**src/logic/text_command_parser_regs.svh**
```systemverilog
`ifndef TEXT_COMMAND_PARSER_REGS_SVH
`define TEXT_COMMAND_PARSER_REGS_SVH

// Delimiter characters of the command language
`define TCP_CH_SPACE 8'h20
`define TCP_CH_COLON 8'h3A
`define TCP_CH_SEMI  8'h3B
`define TCP_CH_COMMA 8'h2C
`define TCP_CH_QMARK 8'h3F
`define TCP_CH_STAR  8'h2A
`define TCP_CH_LF    8'h0A
// Lower case letter range and case offset
`define TCP_CH_LC_A  8'h61
`define TCP_CH_LC_Z  8'h7A
`define TCP_CASE_OFS 8'h20

// Longest keyword held, in characters
`define TCP_KW_MAX   10
// Entries of the keyword table
`define TCP_KW_COUNT 7
// Deepest header path
`define TCP_DEPTH    3
// Character buffer shape: source bit plus one byte
`define TCP_FIFO_W   9
`define TCP_FIFO_D   16

`endif
```
**src/logic/text_command_parser_pkg.sv**
```systemverilog
`default_nettype none
package text_command_parser_pkg;
`include "text_command_parser_regs.svh"

    // Parser states
    typedef enum logic [1:0] {ST_HDR, ST_PARAM, ST_SKIP, ST_WAIT} pstate_t;

    // Keyword identity, zero means none
    typedef logic [2:0] kw_id_t;

    // Whole parser state
    typedef struct packed {
        pstate_t                          st;         // Parse phase
        logic [`TCP_KW_MAX-1:0][7:0]      kbuf;       // Upper-cased keyword
        logic [3:0]                       klen;       // Keyword length
        logic                             kovf;       // Keyword too long
        logic [`TCP_DEPTH-1:0][2:0]       path;       // Header path ids
        logic [1:0]                       depth;      // Path depth
        logic                             common;     // Star command
        logic                             query;      // Header ended in ?
        logic                             serial;     // Char came from serial
        logic [31:0]                      name;       // Common command name
        logic [3:0]                       pidx;       // Parameter number
        logic                             remote;     // Remote mode
        logic                             cmd_valid;  // Header done pulse
        logic                             err;        // Error pulse
        logic                             err_serial; // Unprompted error send
        logic                             err_pend;   // Error awaiting request
        logic                             prompt;     // Serial prompt pulse
        logic                             data_valid; // Parameter char pulse
        logic [7:0]                       data_char;  // Parameter char
        logic                             param_end;  // Parameter closed
        logic                             key_valid;  // Panel key accepted
        logic [7:0]                       key_code;   // Accepted key code
    } parse_t;

    // Character FIFO pointers
    typedef struct packed {
        logic [4:0] wp;       // Write pointer with wrap bit
        logic [4:0] rp;       // Read pointer with wrap bit
        logic       in_ready; // Registered not-full
    } fifo_t;

endpackage
`default_nettype wire

```
**src/logic/char_fifo.sv**
```systemverilog
`timescale 1ns/1ps
`default_nettype none
`include "text_command_parser_regs.svh"
module char_fifo
    import text_command_parser_pkg::*;
#(
    parameter int W = `TCP_FIFO_W,
    parameter int D = `TCP_FIFO_D
) (
    input  wire logic         i_clk,
    input  wire logic         i_resetn,
    input  wire logic [W-1:0] i_data,
    input  wire logic         i_valid,
    output logic              o_ready,
    output logic [W-1:0]      o_data,
    output logic              o_valid,
    input  wire logic         i_ready
);
    localparam int AW = $clog2(D);

    logic [W-1:0] mem [D];  // Character storage
    fifo_t        r;        // Registered pointers
    fifo_t        next_r;   // Next pointers
    logic         push;     // Write this cycle
    logic         pop;      // Read this cycle
    logic [AW:0]  used;     // Next occupancy

    assign o_valid = (r.wp != r.rp);
    assign o_ready = r.in_ready;
    assign o_data  = mem[r.rp[AW-1:0]];

    // Pointer update and registered full flag
    always_comb begin
        push   = i_valid && r.in_ready;
        pop    = o_valid && i_ready;
        next_r = r;
        if (push) begin
            next_r.wp = r.wp + 5'h01;
        end
        if (pop) begin
            next_r.rp = r.rp + 5'h01;
        end
        used            = next_r.wp[AW:0] - next_r.rp[AW:0];
        next_r.in_ready = (used != (AW+1)'(D));
    end

    // State register
    always_ff @(posedge i_clk or negedge i_resetn) begin
        if (!i_resetn) begin
            r <= '{wp: 5'h00, rp: 5'h00, in_ready: 1'b1};
        end else begin
            r <= next_r;
        end
    end

    // Storage write, no reset needed
    always_ff @(posedge i_clk) begin
        if (push) begin
            mem[r.wp[AW-1:0]] <= i_data;
        end
    end
endmodule // char_fifo
`default_nettype wire

```
**src/logic/text_command_parser.sv**
```systemverilog
`timescale 1ns/1ps
`default_nettype none
`include "text_command_parser_regs.svh"
module text_command_parser
    import text_command_parser_pkg::*;
(
    input  wire logic        I_REF_CLK,
    input  wire logic        I_RESETN,
    input  wire logic [7:0]  I_RX_CHAR,
    input  wire logic        I_RX_SERIAL,
    input  wire logic        I_RX_VALID,
    output logic             O_RX_READY,
    input  wire logic        I_EXEC_DONE,
    input  wire logic        I_ERR_READ,
    input  wire logic        I_GO_REMOTE,
    input  wire logic        I_LOCKOUT,
    input  wire logic        I_KEY_VALID,
    input  wire logic [7:0]  I_KEY_CODE,
    input  wire logic        I_KEY_IS_LOCAL,
    output logic             O_CMD_VALID,
    output logic             O_CMD_COMMON,
    output logic             O_CMD_QUERY,
    output logic [31:0]      O_CMD_NAME,
    output logic [8:0]       O_HDR_PATH,
    output logic [1:0]       O_HDR_DEPTH,
    output logic             O_DATA_VALID,
    output logic [7:0]       O_DATA_CHAR,
    output logic [3:0]       O_PARAM_INDEX,
    output logic             O_PARAM_END,
    output logic             O_ERR,
    output logic             O_ERR_SERIAL,
    output logic             O_ERR_PENDING,
    output logic             O_PROMPT,
    output logic             O_REMOTE,
    output logic             O_KEY_VALID,
    output logic [7:0]       O_KEY_CODE
);
    parse_t                r;          // Registered state
    parse_t                next_r;     // Next state
    logic [8:0]            ff_data;    // FIFO head
    logic                  ff_valid;   // FIFO has a char
    logic                  ff_ready;   // Parser takes the char
    logic [7:0]            ch;         // Raw char
    logic [7:0]            uc;         // Upper-cased char
    logic                  lk_ok;      // Keyword legal here
    logic                  lk_ins;     // Optional parent implied
    kw_id_t                lk_id;      // Matched keyword
    kw_id_t                lk_par;     // Its parent
    logic                  cl_bad;     // Closing keyword is illegal
    logic [`TCP_DEPTH-1:0][2:0] cl_path;  // Path after close
    logic [1:0]            cl_depth;   // Depth after close
    logic                  hdr_any;    // Something seen in header

    // Either interface feeds one buffer of ASCII chars
    char_fifo #(
        .W (`TCP_FIFO_W),
        .D (`TCP_FIFO_D)
    ) u_fifo (
        .i_clk    (I_REF_CLK),
        .i_resetn (I_RESETN),
        .i_data   ({I_RX_SERIAL, I_RX_CHAR}),
        .i_valid  (I_RX_VALID),
        .o_ready  (O_RX_READY),
        .o_data   (ff_data),
        .o_valid  (ff_valid),
        .i_ready  (ff_ready)
    );

    // Keyword table: long spelling, long length, short length, parent, optional
    function automatic logic [91:0] kw_tab(input int i);
        case (i)
            1:       kw_tab = {"SENSE     ", 4'h5, 4'h4, 3'h0, 1'b1};
            2:       kw_tab = {"FREQUENCY ", 4'h9, 4'h4, 3'h1, 1'b0};
            3:       kw_tab = {"RESOLUTION", 4'hA, 4'h3, 3'h2, 1'b0};
            4:       kw_tab = {"DISPLAY   ", 4'h7, 4'h4, 3'h0, 1'b0};
            5:       kw_tab = {"ENABLE    ", 4'h6, 4'h4, 3'h4, 1'b0};
            6:       kw_tab = {"INPUT     ", 4'h5, 4'h3, 3'h0, 1'b0};
            7:       kw_tab = {"COUPLING  ", 4'h8, 4'h4, 3'h6, 1'b0};
            default: kw_tab = '0;
        endcase
    endfunction

    // Keyword lookup against the buffered spelling
    always_comb begin
        logic [91:0] e;
        logic [91:0] pe;
        logic        same;
        kw_id_t      want;
        e      = '0;
        pe     = '0;
        same   = 1'b0;
        lk_ok  = 1'b0;
        lk_ins = 1'b0;
        lk_id  = 3'h0;
        lk_par = 3'h0;
        want   = (r.depth == 2'h0) ? 3'h0 : r.path[r.depth - 2'h1];
        for (int i = 1; i <= `TCP_KW_COUNT; i++) begin
            e    = kw_tab(i);
            pe   = kw_tab(int'(e[3:1]));  // Parent entry, zero for roots
            same = 1'b1;
            // Compare only the chars the host sent
            for (int j = 0; j < `TCP_KW_MAX; j++) begin
                if (4'(j) < r.klen && r.kbuf[j] != e[91-8*j -: 8]) begin
                    same = 1'b0;
                end
            end
            // Exactly short or long length, partial lengths fail
            if (same && !r.kovf && (r.klen == e[7:4] || r.klen == e[11:8])) begin
                if (e[3:1] == want) begin
                    lk_ok  = 1'b1;
                    lk_id  = 3'(i);
                    lk_ins = 1'b0;
                end else if (r.depth == 2'h0 && e[3:1] != 3'h0 && pe[0]) begin
                    // Child of an optional root arriving first
                    lk_ok  = 1'b1;
                    lk_id  = 3'(i);
                    lk_par = e[3:1];
                    lk_ins = 1'b1;
                end
            end
        end
    end

    // Effect of ending the current keyword
    always_comb begin
        cl_path  = r.path;
        cl_depth = r.depth;
        cl_bad   = 1'b0;
        if (!r.common && r.klen != 4'h0) begin
            if (!lk_ok || r.depth == 2'(`TCP_DEPTH)) begin
                cl_bad = 1'b1;
            end else if (lk_ins) begin
                cl_path[0] = lk_par;
                cl_path[1] = lk_id;
                cl_depth   = 2'h2;
            end else begin
                cl_path[r.depth] = lk_id;
                cl_depth         = r.depth + 2'h1;
            end
        end
        if (r.common && r.kovf) begin
            cl_bad = 1'b1;
        end
    end

    assign ch       = ff_data[7:0];
    assign uc       = (ch >= `TCP_CH_LC_A && ch <= `TCP_CH_LC_Z) ? ch - `TCP_CASE_OFS : ch;
    assign ff_ready = (r.st != ST_WAIT);
    assign hdr_any  = r.common || r.klen != 4'h0 || r.depth != 2'h0;

    // Next state of panel, parser and event outputs
    always_comb begin
        next_r            = r;
        next_r.cmd_valid  = 1'b0;
        next_r.err        = 1'b0;
        next_r.err_serial = 1'b0;
        next_r.prompt     = 1'b0;
        next_r.data_valid = 1'b0;
        next_r.param_end  = 1'b0;
        next_r.key_valid  = 1'b0;

        // Remote and local control of the panel
        if (I_GO_REMOTE) begin
            next_r.remote = 1'b1;
        end else if (I_KEY_VALID && r.remote) begin
            if (I_KEY_IS_LOCAL && !I_LOCKOUT) begin
                next_r.remote = 1'b0;
            end
        end else if (I_KEY_VALID) begin
            next_r.key_valid = 1'b1;                        // Local mode: keys act
            next_r.key_code  = I_KEY_CODE;
        end
        // Remote keys never reach key_valid

        // Error report read by the parallel host
        if (I_ERR_READ) begin
            next_r.err_pend = 1'b0;
        end

        if (ff_valid && ff_ready) begin
            next_r.serial = ff_data[8];
            case (r.st)
                ST_HDR: begin
                    if (ch == `TCP_CH_STAR && !hdr_any) begin
                        next_r.common = 1'b1;
                    end else if (ch == `TCP_CH_COLON) begin
                        if (r.klen == 4'h0 && !r.common) begin
                            next_r.depth = 2'h0;            // Leading colon
                        end else begin
                            next_r.path  = cl_path;
                            next_r.depth = cl_depth;
                            next_r.klen  = 4'h0;
                            next_r.err   = cl_bad || r.common;
                            if (cl_bad || r.common) begin
                                next_r.st = ST_SKIP;
                            end
                        end
                    end else if (ch == `TCP_CH_QMARK) begin
                        next_r.query = 1'b1;
                    end else if (ch == `TCP_CH_SPACE || ch == `TCP_CH_SEMI || ch == `TCP_CH_LF) begin
                        next_r.path   = cl_path;
                        next_r.depth  = cl_depth;
                        next_r.klen   = 4'h0;
                        next_r.err    = cl_bad;
                        next_r.cmd_valid = !cl_bad && hdr_any;
                        next_r.pidx   = 4'h0;
                        if (cl_bad) begin
                            next_r.st = ST_SKIP;
                        end else if (ch == `TCP_CH_SPACE && hdr_any) begin
                            next_r.st = ST_PARAM;           // Header-to-data delimiter
                        end
                        if (ch == `TCP_CH_SEMI && !cl_bad) begin
                            // Next command keeps the parent path
                            next_r.depth  = (cl_depth == 2'h0) ? 2'h0 : cl_depth - 2'h1;
                            next_r.common = 1'b0;
                            next_r.query  = 1'b0;
                        end
                        if (ch == `TCP_CH_LF) begin
                            next_r.st = ST_WAIT;
                        end
                    end else if (r.klen == 4'(`TCP_KW_MAX)) begin
                        next_r.kovf = 1'b1;                 // Too long for any keyword
                    end else begin
                        next_r.kbuf[r.klen] = uc;
                        next_r.klen = r.klen + 4'h1;
                        if (r.common && r.klen < 4'h4) begin
                            next_r.name = {r.name[23:0], uc};
                        end
                    end
                end
                ST_PARAM: begin
                    if (ch == `TCP_CH_COMMA) begin
                        next_r.param_end = 1'b1;
                        next_r.pidx = r.pidx + 4'h1;
                    end else if (ch == `TCP_CH_SEMI) begin
                        next_r.param_end = 1'b1;
                        next_r.st     = ST_HDR;
                        next_r.depth  = (r.depth == 2'h0) ? 2'h0 : r.depth - 2'h1;
                        next_r.common = 1'b0;
                        next_r.query  = 1'b0;
                    end else if (ch == `TCP_CH_LF) begin
                        next_r.param_end = 1'b1;
                        next_r.st = ST_WAIT;
                    end else begin
                        next_r.data_valid = 1'b1;
                        next_r.data_char  = ch;
                    end
                end
                ST_SKIP: begin
                    // Drop the rest of a bad command
                    if (ch == `TCP_CH_SEMI) begin
                        next_r.st     = ST_HDR;
                        next_r.depth  = 2'h0;
                        next_r.common = 1'b0;
                        next_r.query  = 1'b0;
                        next_r.klen   = 4'h0;
                        next_r.kovf   = 1'b0;
                    end else if (ch == `TCP_CH_LF) begin
                        next_r.st = ST_WAIT;
                    end
                end
                default: begin
                    next_r.st = ST_WAIT;
                end
            endcase
            if (next_r.st != ST_HDR || ch == `TCP_CH_SEMI) begin
                next_r.kovf = 1'b0;
            end
        end

        // Message done: wait for execution, then prompt on serial
        if (r.st == ST_WAIT && I_EXEC_DONE) begin
            next_r.prompt = r.serial;
            next_r.st     = ST_HDR;
            next_r.depth  = 2'h0;
            next_r.common = 1'b0;
            next_r.query  = 1'b0;
            next_r.klen   = 4'h0;
            next_r.kovf   = 1'b0;
        end

        // Error delivery depends on the interface
        if (next_r.err) begin
            next_r.err_serial = next_r.serial;
            if (!next_r.serial) begin
                next_r.err_pend = 1'b1;                     // Set wins over read
            end
        end
    end

    // State register
    always_ff @(posedge I_REF_CLK or negedge I_RESETN) begin
        if (!I_RESETN) begin
            r <= '0;
        end else begin
            r <= next_r;
        end
    end

    // Outputs taken straight from the state register
    assign O_CMD_VALID   = r.cmd_valid;
    assign O_CMD_COMMON  = r.common;
    assign O_CMD_QUERY   = r.query;
    assign O_CMD_NAME    = r.name;
    assign O_HDR_PATH    = r.path;
    assign O_HDR_DEPTH   = r.depth;
    assign O_DATA_VALID  = r.data_valid;
    assign O_DATA_CHAR   = r.data_char;
    assign O_PARAM_INDEX = r.pidx;
    assign O_PARAM_END   = r.param_end;
    assign O_ERR         = r.err;
    assign O_ERR_SERIAL  = r.err_serial;
    assign O_ERR_PENDING = r.err_pend;
    assign O_PROMPT      = r.prompt;
    assign O_REMOTE      = r.remote;
    assign O_KEY_VALID   = r.key_valid;
    assign O_KEY_CODE    = r.key_code;
endmodule // text_command_parser
`default_nettype wire

```
**config.mk**
```make
export PLATFORM = sky130hd
export DESIGN_NAME = text_command_parser
export DESIGN_NICKNAME = d
export VERILOG_FILES = /design/src/logic/text_command_parser_pkg.sv /design/src/logic/char_fifo.sv /design/src/logic/text_command_parser.sv
export VERILOG_INCLUDE_DIRS = /design/src /design/src/logic
export SDC_FILE = /design/constraint.sdc
export NUM_CORES = 1
export LEC_CHECK = 0
export ABC_AREA = 1
export BUFFER_PORTS_ARGS = -buffer_cell sky130_fd_sc_hd__clkbuf_2
export CORE_ASPECT_RATIO = 0.7
export CORE_MARGIN = 10
export CORE_UTILIZATION = 35
export DETAILED_ROUTE_END_ITERATION = 10
export GPL_ROUTABILITY_DRIVEN = 0
export PLACE_DENSITY_LB_ADDON = 0.15
export SYNTH_ARGS = -nofsm -noshare
export SYNTH_HDL_FRONTEND = slang
export SYNTH_SLANG_ARGS = --single-unit
```
**constraint.sdc**
```tcl
create_clock -name I_REF_CLK -period 3.9 [get_ports I_REF_CLK]
set_input_delay 0 -clock I_REF_CLK [delete_from_list [all_inputs] [get_ports I_REF_CLK]]
set_output_delay 0 -clock I_REF_CLK [all_outputs]
set_load 0.005 [all_outputs]
```
==> results of run 1 <==
per-stage QoR:
| stage | setup slack (ps) | hold WS, ps | power (mW) | utilization (%) |
|---|---|---|---|---|
| floorplan | 931.4 | -295.6 | 9.727 | - |
| global placement | 153.9 | 185.9 | 12.28 | 37.64 |
| detailed placement | 175.9 | 194.9 | 12.33 | 37.64 |
| CTS | 159.7 | 138.5 | 15.89 | 40.98 |
| global route | 75.11 | 178.5 | 17.15 | 41.06 |
| finish | 201.0 | 133.0 | 15.87 | 41.06 |
cell type report:
cell class                 count  area (um^2)  share of cell area, %
clock inverter                12        168.9                 0.9082
timing repair buffer         176         1235                  6.640
sequential                   317         8656                  46.54
tap                          603        754.5                  4.057
clock buffer                  52         1021                  5.490
multi-input combinational   1280         5974                  32.12
inverter                     210        788.3                  4.238
power by group through the flow:
stage	combinational, mW	sequential, mW	clock, mW
3_5_place_dp	7.46	4.87	0
6_report	7.61	4.82	3.44
4_1_cts	7.51	4.81	3.56
3_3_place_gp	7.42	4.86	0
5_1_grt	8.53	4.92	3.69
2_1_floorplan	5.04	4.69	0
what timing repair did:
| action | in CTS | in global routing |
|---|---|---|
| endpoints found under the hold margin | 267 | 0 |
| hold buffers | 32 | 0 |
| gates resized for setup | 0 | 5 |
| buffers inserted | 0 | 3 |
| setup endpoints to repair | 0 | 14 |
placed cells by master, fill, tap and decap left out, types with 4 or more instances in the layout:
master	n
xnor2_1	4
o21ai_0	152
clkinv_2	4
a21oi_1	29
nor3_1	18
dlygate4sd3_1	32
o211ai_1	5
nand3_2	4
inv_1	198
dfrtp_1	171
xor2_1	11
nand2_2	7
buf_4	38
clkinv_1	5
o31ai_1	4
inv_2	8
nor2_2	10
clkbuf_2	99
nand2_1	527
o21ai_1	49
nor2_1	272
o2111ai_1	4
nor2_4	6
clkbuf_16	36
clkbuf_1	10
o22ai_1	18
clkbuf_8	7
edfxtp_1	144
a31oi_1	7
nand4_1	28
buf_12	6
nand3_1	68
ha_1	25
worst max path at each step:
stage,to,depth (start not counted)
after floorplan,O_HDR_PATH[4],19
after detailed placement,flop,17
final,O_CMD_VALID,15
after global placement,flop,17
after CTS,flop,17
after global routing,flop,21
cells by family after synthesis:
family	synth area share, %
buffers and inverters	9.488
DFF	53.62
adders and majority gates	1.938
xor gates and xnor gates	0.8139
AOI/OAI and AO/OA	9.302
and+or+nand+nor	24.70
muxes	0.1395
per-layer routing:
layer,share of wire [%],wire length [um],up-vias
met1,52,24350,6103
met4,1.7,778,0
met3,7.1,3326,56
li1,-,-,6368
met5,0,0,-
met2,39,18500,372
==> qor.yml, run 1 <==
floorplanning:
  pin_count: 101
  core.rowCount: 65
  die_h_um: 199.7
  die_w_um: 276.7
  die_area_um2: 55250
  core_area_um2: 45300
  start_util_pct: 35.63
timing:
  slew_headroom_pct: 19.00
  period_needed_ps: 3699
  grt_setup_unrepaired: "no"
  setup_tns_ps: 0
  fmax_mhz: 270.3
  finClkSkew_ps: 28.00
  finalHoldViolCount: 0
  drv_slew: 0
  setup_violations: 0
  worstMarginPinSlew_ps: 1211
  post-route-period-util_pct: 94.85
power:
  power.switching_mw: 7.258
  seqPwrFrac_pct: 30.3
  netSwitchingFraction_pct: 45.72
  comb_power_share_pct: 48.0
  p_int_mw: 8.616
  max-vdd-ir-drop_mv: 0.5158
  powerDensity_nw_per_um2: 853.6
  power_leakage_nw: 8.501
  clockPowerShare_pct: 21.7
place:
  placed_cell_area_um2: 17050
  dp_hpwl_mm: 33.64
  placed_cells: 2551
  portBuffers: 100
synthesis:
  ys_top_cells_by_area: "edfxtp_1, dfrtp_1, nand2_1, nor2_1, o21ai_0"
  synth_top_area_share_pct: 26.79
  synth.distinct_cells: 50
  synth.top_cells.by_count: "nand2_1, nor2_1, inv_1"
  synth_nets: 1971
  post-synth-top-count-cell: "nand2_1"
  syn-cell-area_um2: 16140
  yosys_most_used_dff: "dfrtp_1"
  synth_top_area_cell: "edfxtp_1"
  synth_seq_area_share_pct: 53.62
  synth_warnings: 0
  avgSynthCellArea_um2: 8.407
  synth_seq_cells: 317
  synth-edff-count: 144
  ys_async_sr_fraction_pct: 54.57
  syn_inst: 1920
drt:
  dr.pass1.iters: 6
  drtIter0Drc: 1236
  finalWirelength_mm: 46.95
  drtAntennaViolNets: 0
  wl_per_cell_um: 17.72
  vias_per_cell: 4.868
  vias: 12900
  drc: 0
critical_path:
  rrSetupSlack_ps: 200
  path_buf_inv: 2
  crit_top_cell: "nand2_1"
  crit_family: "simple AND/OR/NAND/NOR gates"
  path_cells: "ha_1 -> nand2_1 -> nand2_1 -> o21ai_1 -> nand2_1 -> inv_1 -> nand3_1 -> nor2_1 -> nand2_1 -> nand2_1 -> nor2_1 -> nand2_1 -> nand2_1 -> a2111oi_0 -> buf_4"
  start_kind: "flop"
  max_stage_delay_ps: 880
  r2r-start: "r[76]"
  crit_arrival_ps: 4170
  worst_path_max_delay_cell: "a2111oi_0"
  path_class: "flop to flop"
  required_ps: 4370
  end_kind: "flop"
  r2r_end: "O_CMD_VALID"
  cp-startpoint: "r[76]"
  critPathMaxFanout: 6
  worst-r2r-cell-count: 15
clocking:
  cts_max_path_buffers: 3
  clock-sinks: 317
  clk_latency_ps: 550
  cts_root_buffer: "clkbuf_16"
  clk_pin_slew_ps: 60
  cts_tree: "built"
  htreeDepth: 2
  numCtsBuffers: 36
global_routing:
  overflow: 0
  gr-usage-met3_pct: 3.859
  grt_pass1_vias: 12660
  antenna_found_initial: 0
  grt_use_met1_pct: 25.44
  grt_first_pass_wirelength_mm: 73.86
  grt.busiest_layer: "met1"
  use_met2_pct: 23.73
  grt_max_degree: 110
  grt_usage_pct: 16.81
outcome:
  status: "completed"
final_layout:
  diodes: 0
  nets: 2072
  final_cells: 2650
  area_delta_synth_final_pct: 15.22
  fillers: 4524
  drive_gt1_share_pct: 12.12
  fin_area_um2: 18600
min_path:
  hold_class: "input pin to asynchronous set/reset pin"
run:
  cap_viol_max_count: 0
No activity file was read; power rests on OpenSTA's default activity.
==> run 2, diff against run 1 <==
--- a/config.mk
+++ b/config.mk
@@ -9,5 +9,4 @@
 export ABC_AREA = 1
 export BUFFER_PORTS_ARGS = -buffer_cell sky130_fd_sc_hd__clkbuf_2
-export CORE_ASPECT_RATIO = 0.7
 export CORE_MARGIN = 10
 export CORE_UTILIZATION = 35
==> constraint.sdc (replaced) <==
create_clock -name I_REF_CLK -period 3.9 [get_ports I_REF_CLK]
set_input_delay 0 -clock I_REF_CLK [delete_from_list [all_inputs] [get_ports I_REF_CLK]]
set_output_delay 0 -clock I_REF_CLK [all_outputs]
set_load 0.1 [all_outputs]
==> run 2 against run 1 <==
  * Flip-flop and latch count is the same
  * Count of clock-buffer cells in the layout down 2
  * Fmax up 4.1%
  * Die area down 0.25%
  * Critical path depth is 3 higher
==> qor.yml, run 2 (synthesis results as in run 1) <==
outcome:
  status: "completed"
drt:
  drc: 0  # unchanged
  finalWirelength_mm: 45.07  # -4.0%
  drtIter0Drc: 821  # -34%
  vias: 12870  # -0.26%
  dr.pass1.iters: 5  # -1
  vias_per_cell: 4.851  # -0.33%
  wl_per_cell_um: 16.99  # -4.1%
  drtAntennaViolNets: 0  # unchanged
timing:
  fmax_mhz: 281.5  # +4.1%
  post-route-period-util_pct: 91.07  # -3.8 points
  finClkSkew_ps: 21.54  # -6.461 ps
  finalHoldViolCount: 0  # unchanged
  setup_tns_ps: 0  # unchanged
  grt_setup_unrepaired: "no"
  setup_violations: 0  # unchanged
  slew_headroom_pct: 17.40  # -1.6 points
  period_needed_ps: 3552  # -147.3 ps
  drv_slew: 0  # unchanged
  setup_slack_ps: 348.2  # +147.3 ps
  worstMarginPinSlew_ps: 1234  # +23.90 ps
final_layout:
  seq_area_um2: 8656  # unchanged
  final_util_pct: 40.96  # -0.098 points
  fillers: 4618  # +2.1%
  layout.cells.most_common: "nand2_1"
  layout_common_cells: "nand2_1, nor2_1, inv_1"
  area_delta_synth_final_pct: 15.39
  fin_area_um2: 18630  # +0.15%
  final_cells: 2652  # +0.075%
  nets: 2074  # +0.097%
  multiInputGateArea_um2: 5977  # about the same
  drive_gt1_share_pct: 12.28  # +0.17 points
  diodes: 0  # unchanged
critical_path:
  path_cells: "inv_4 -> buf_4 -> nor2_1 -> o211ai_1 -> nand3_1 -> nand3_2 -> ha_1 -> inv_1 -> nor2_1 -> nand4_1 -> nand2_4 -> nor2_4 -> nand3_2 -> nand2_4 -> nor3_2 -> buf_4 -> nand2_1 -> o21ai_0"
  worst_path_max_delay_cell: "dfrtp_2"
  required_ps: 4370  # about the same
  worst-r2r-cell-count: 18  # +3
  r2r-start: "u_fifo.r[1]"
  critPathMaxFanout: 36  # +30
  start_kind: "flop"
  path_class: "flop to flop"
  max_stage_delay_ps: 430  # -450 ps
  crit_arrival_ps: 4020  # -150 ps
  end_kind: "flop"
  rrSetupSlack_ps: 350  # +150 ps
place:
  post-place-ws_ps: 93.40  # -82.50 ps
  portBuffers: 100  # unchanged
  dp_hpwl_mm: 31.85  # -5.3%
  placed_cell_area_um2: 16960  # -0.55%
  placed_cells: 2546  # -0.20%
min_path:
  hold_class: "input pin to asynchronous set/reset pin"
global_routing:
  grt_max_degree: 109  # -0.91%
  overflow: 0  # unchanged
  antenna_found_initial: 0  # unchanged
  grt_pass1_vias: 12730  # +0.58%
  grt_first_pass_wirelength_mm: 72.17  # -2.3%
  grt_usage_pct: 16.11  # -0.70 points
power:
  max-vdd-ir-drop_mv: 0.3549  # -31%
  powerDensity_nw_per_um2: 908.1  # +6.4%
  power_leakage_nw: 8.521  # +0.23%
floorplanning:
  die_w_um: 234.8  # -15%
  core.rowCount: 78  # +20%
  pin_count: 101  # unchanged
  core_area_um2: 45480  # +0.39%
  start_util_pct: 35.49  # -0.14 points
  die_h_um: 234.8  # +18%
  die_area_um2: 55110  # -0.25%
clocking:
  clock-sinks: 317  # unchanged
  numCtsBuffers: 39  # +8.3%
  cts_root_buffer: "clkbuf_16"
  clk_pin_slew_ps: 60  # about the same
  htreeDepth: 2  # unchanged
  cts_tree: "built"
  cts_max_path_buffers: 3  # unchanged
  clk_latency_ps: 570  # +20 ps
run:
  cap_viol_max_count: 0  # unchanged
==> run 2: repair_timing <==
item | CTS | global route
hold buffers | 32 | 0
setup buffers | 0 | 4
gates resized for setup | 0 | 8
setup endpoints to repair | 0 | 88
hold endpoints to repair | 264 | 0
==> run 2: how the worst max path moves through the flow <==
stage,from,end,depth (start not counted)
3_5_place_dp,u_fifo.r[1],flop,18
4_1_cts,u_fifo.r[1],flop,18
5_1_grt,u_fifo.r[1],flop,21
3_3_place_gp,u_fifo.r[1],flop,18
6_report,u_fifo.r[1],flop,18
2_1_floorplan,O_HDR_DEPTH[0],O_HDR_PATH[4],19
==> run 2: final cells by class <==
cell class | instances | share of cell area (%)
flip-flops and latches | 317 | 46.47
clock buffers | 50 | 5.676
multi-input cells | 1280 | 32.09
inverters | 210 | 4.245
repair buffers | 175 | 6.274
clock inverters | 20 | 1.216
well taps | 600 | 4.030
==> run 2: metrics by stage <==
stage	hold slack, ps	total power [mW]
after CTS	162.2	17.05
after global placement	198.7	13.29
after floorplan	-295.6	11.03
after detailed placement	197.2	13.34
after global routing	191.1	18.21
final	108.3	16.92
==> run 2: where the power goes <==
part / total [mW] / switching [mW] / internal (mW)
Combinational: 8.50 / 6.32 / 2.18
Clock: 3.61 / 1.48 / 2.13
Sequential: 4.80 / 0.530 / 4.27
==> run 2: per-layer routing <==
metal	global-route usage, %	part of all wire, %	vias to the layer above
met5	0	0	-
met4	6.023	3.0	0
met3	2.180	3.6	96
met2	28.72	51	275
met1	19.34	43	6129
li1	-	-	6366
==> run 2: critical path: cells and delay by family (launching register included) <==
family,cells,cell delay [ps]
AND/OR/NAND/NOR,11,1640
flip-flops,1,430
adder cells (fa/ha/maj),1,180
buffers and inverters,4,850
AO/OA/AOI/OAI,2,330
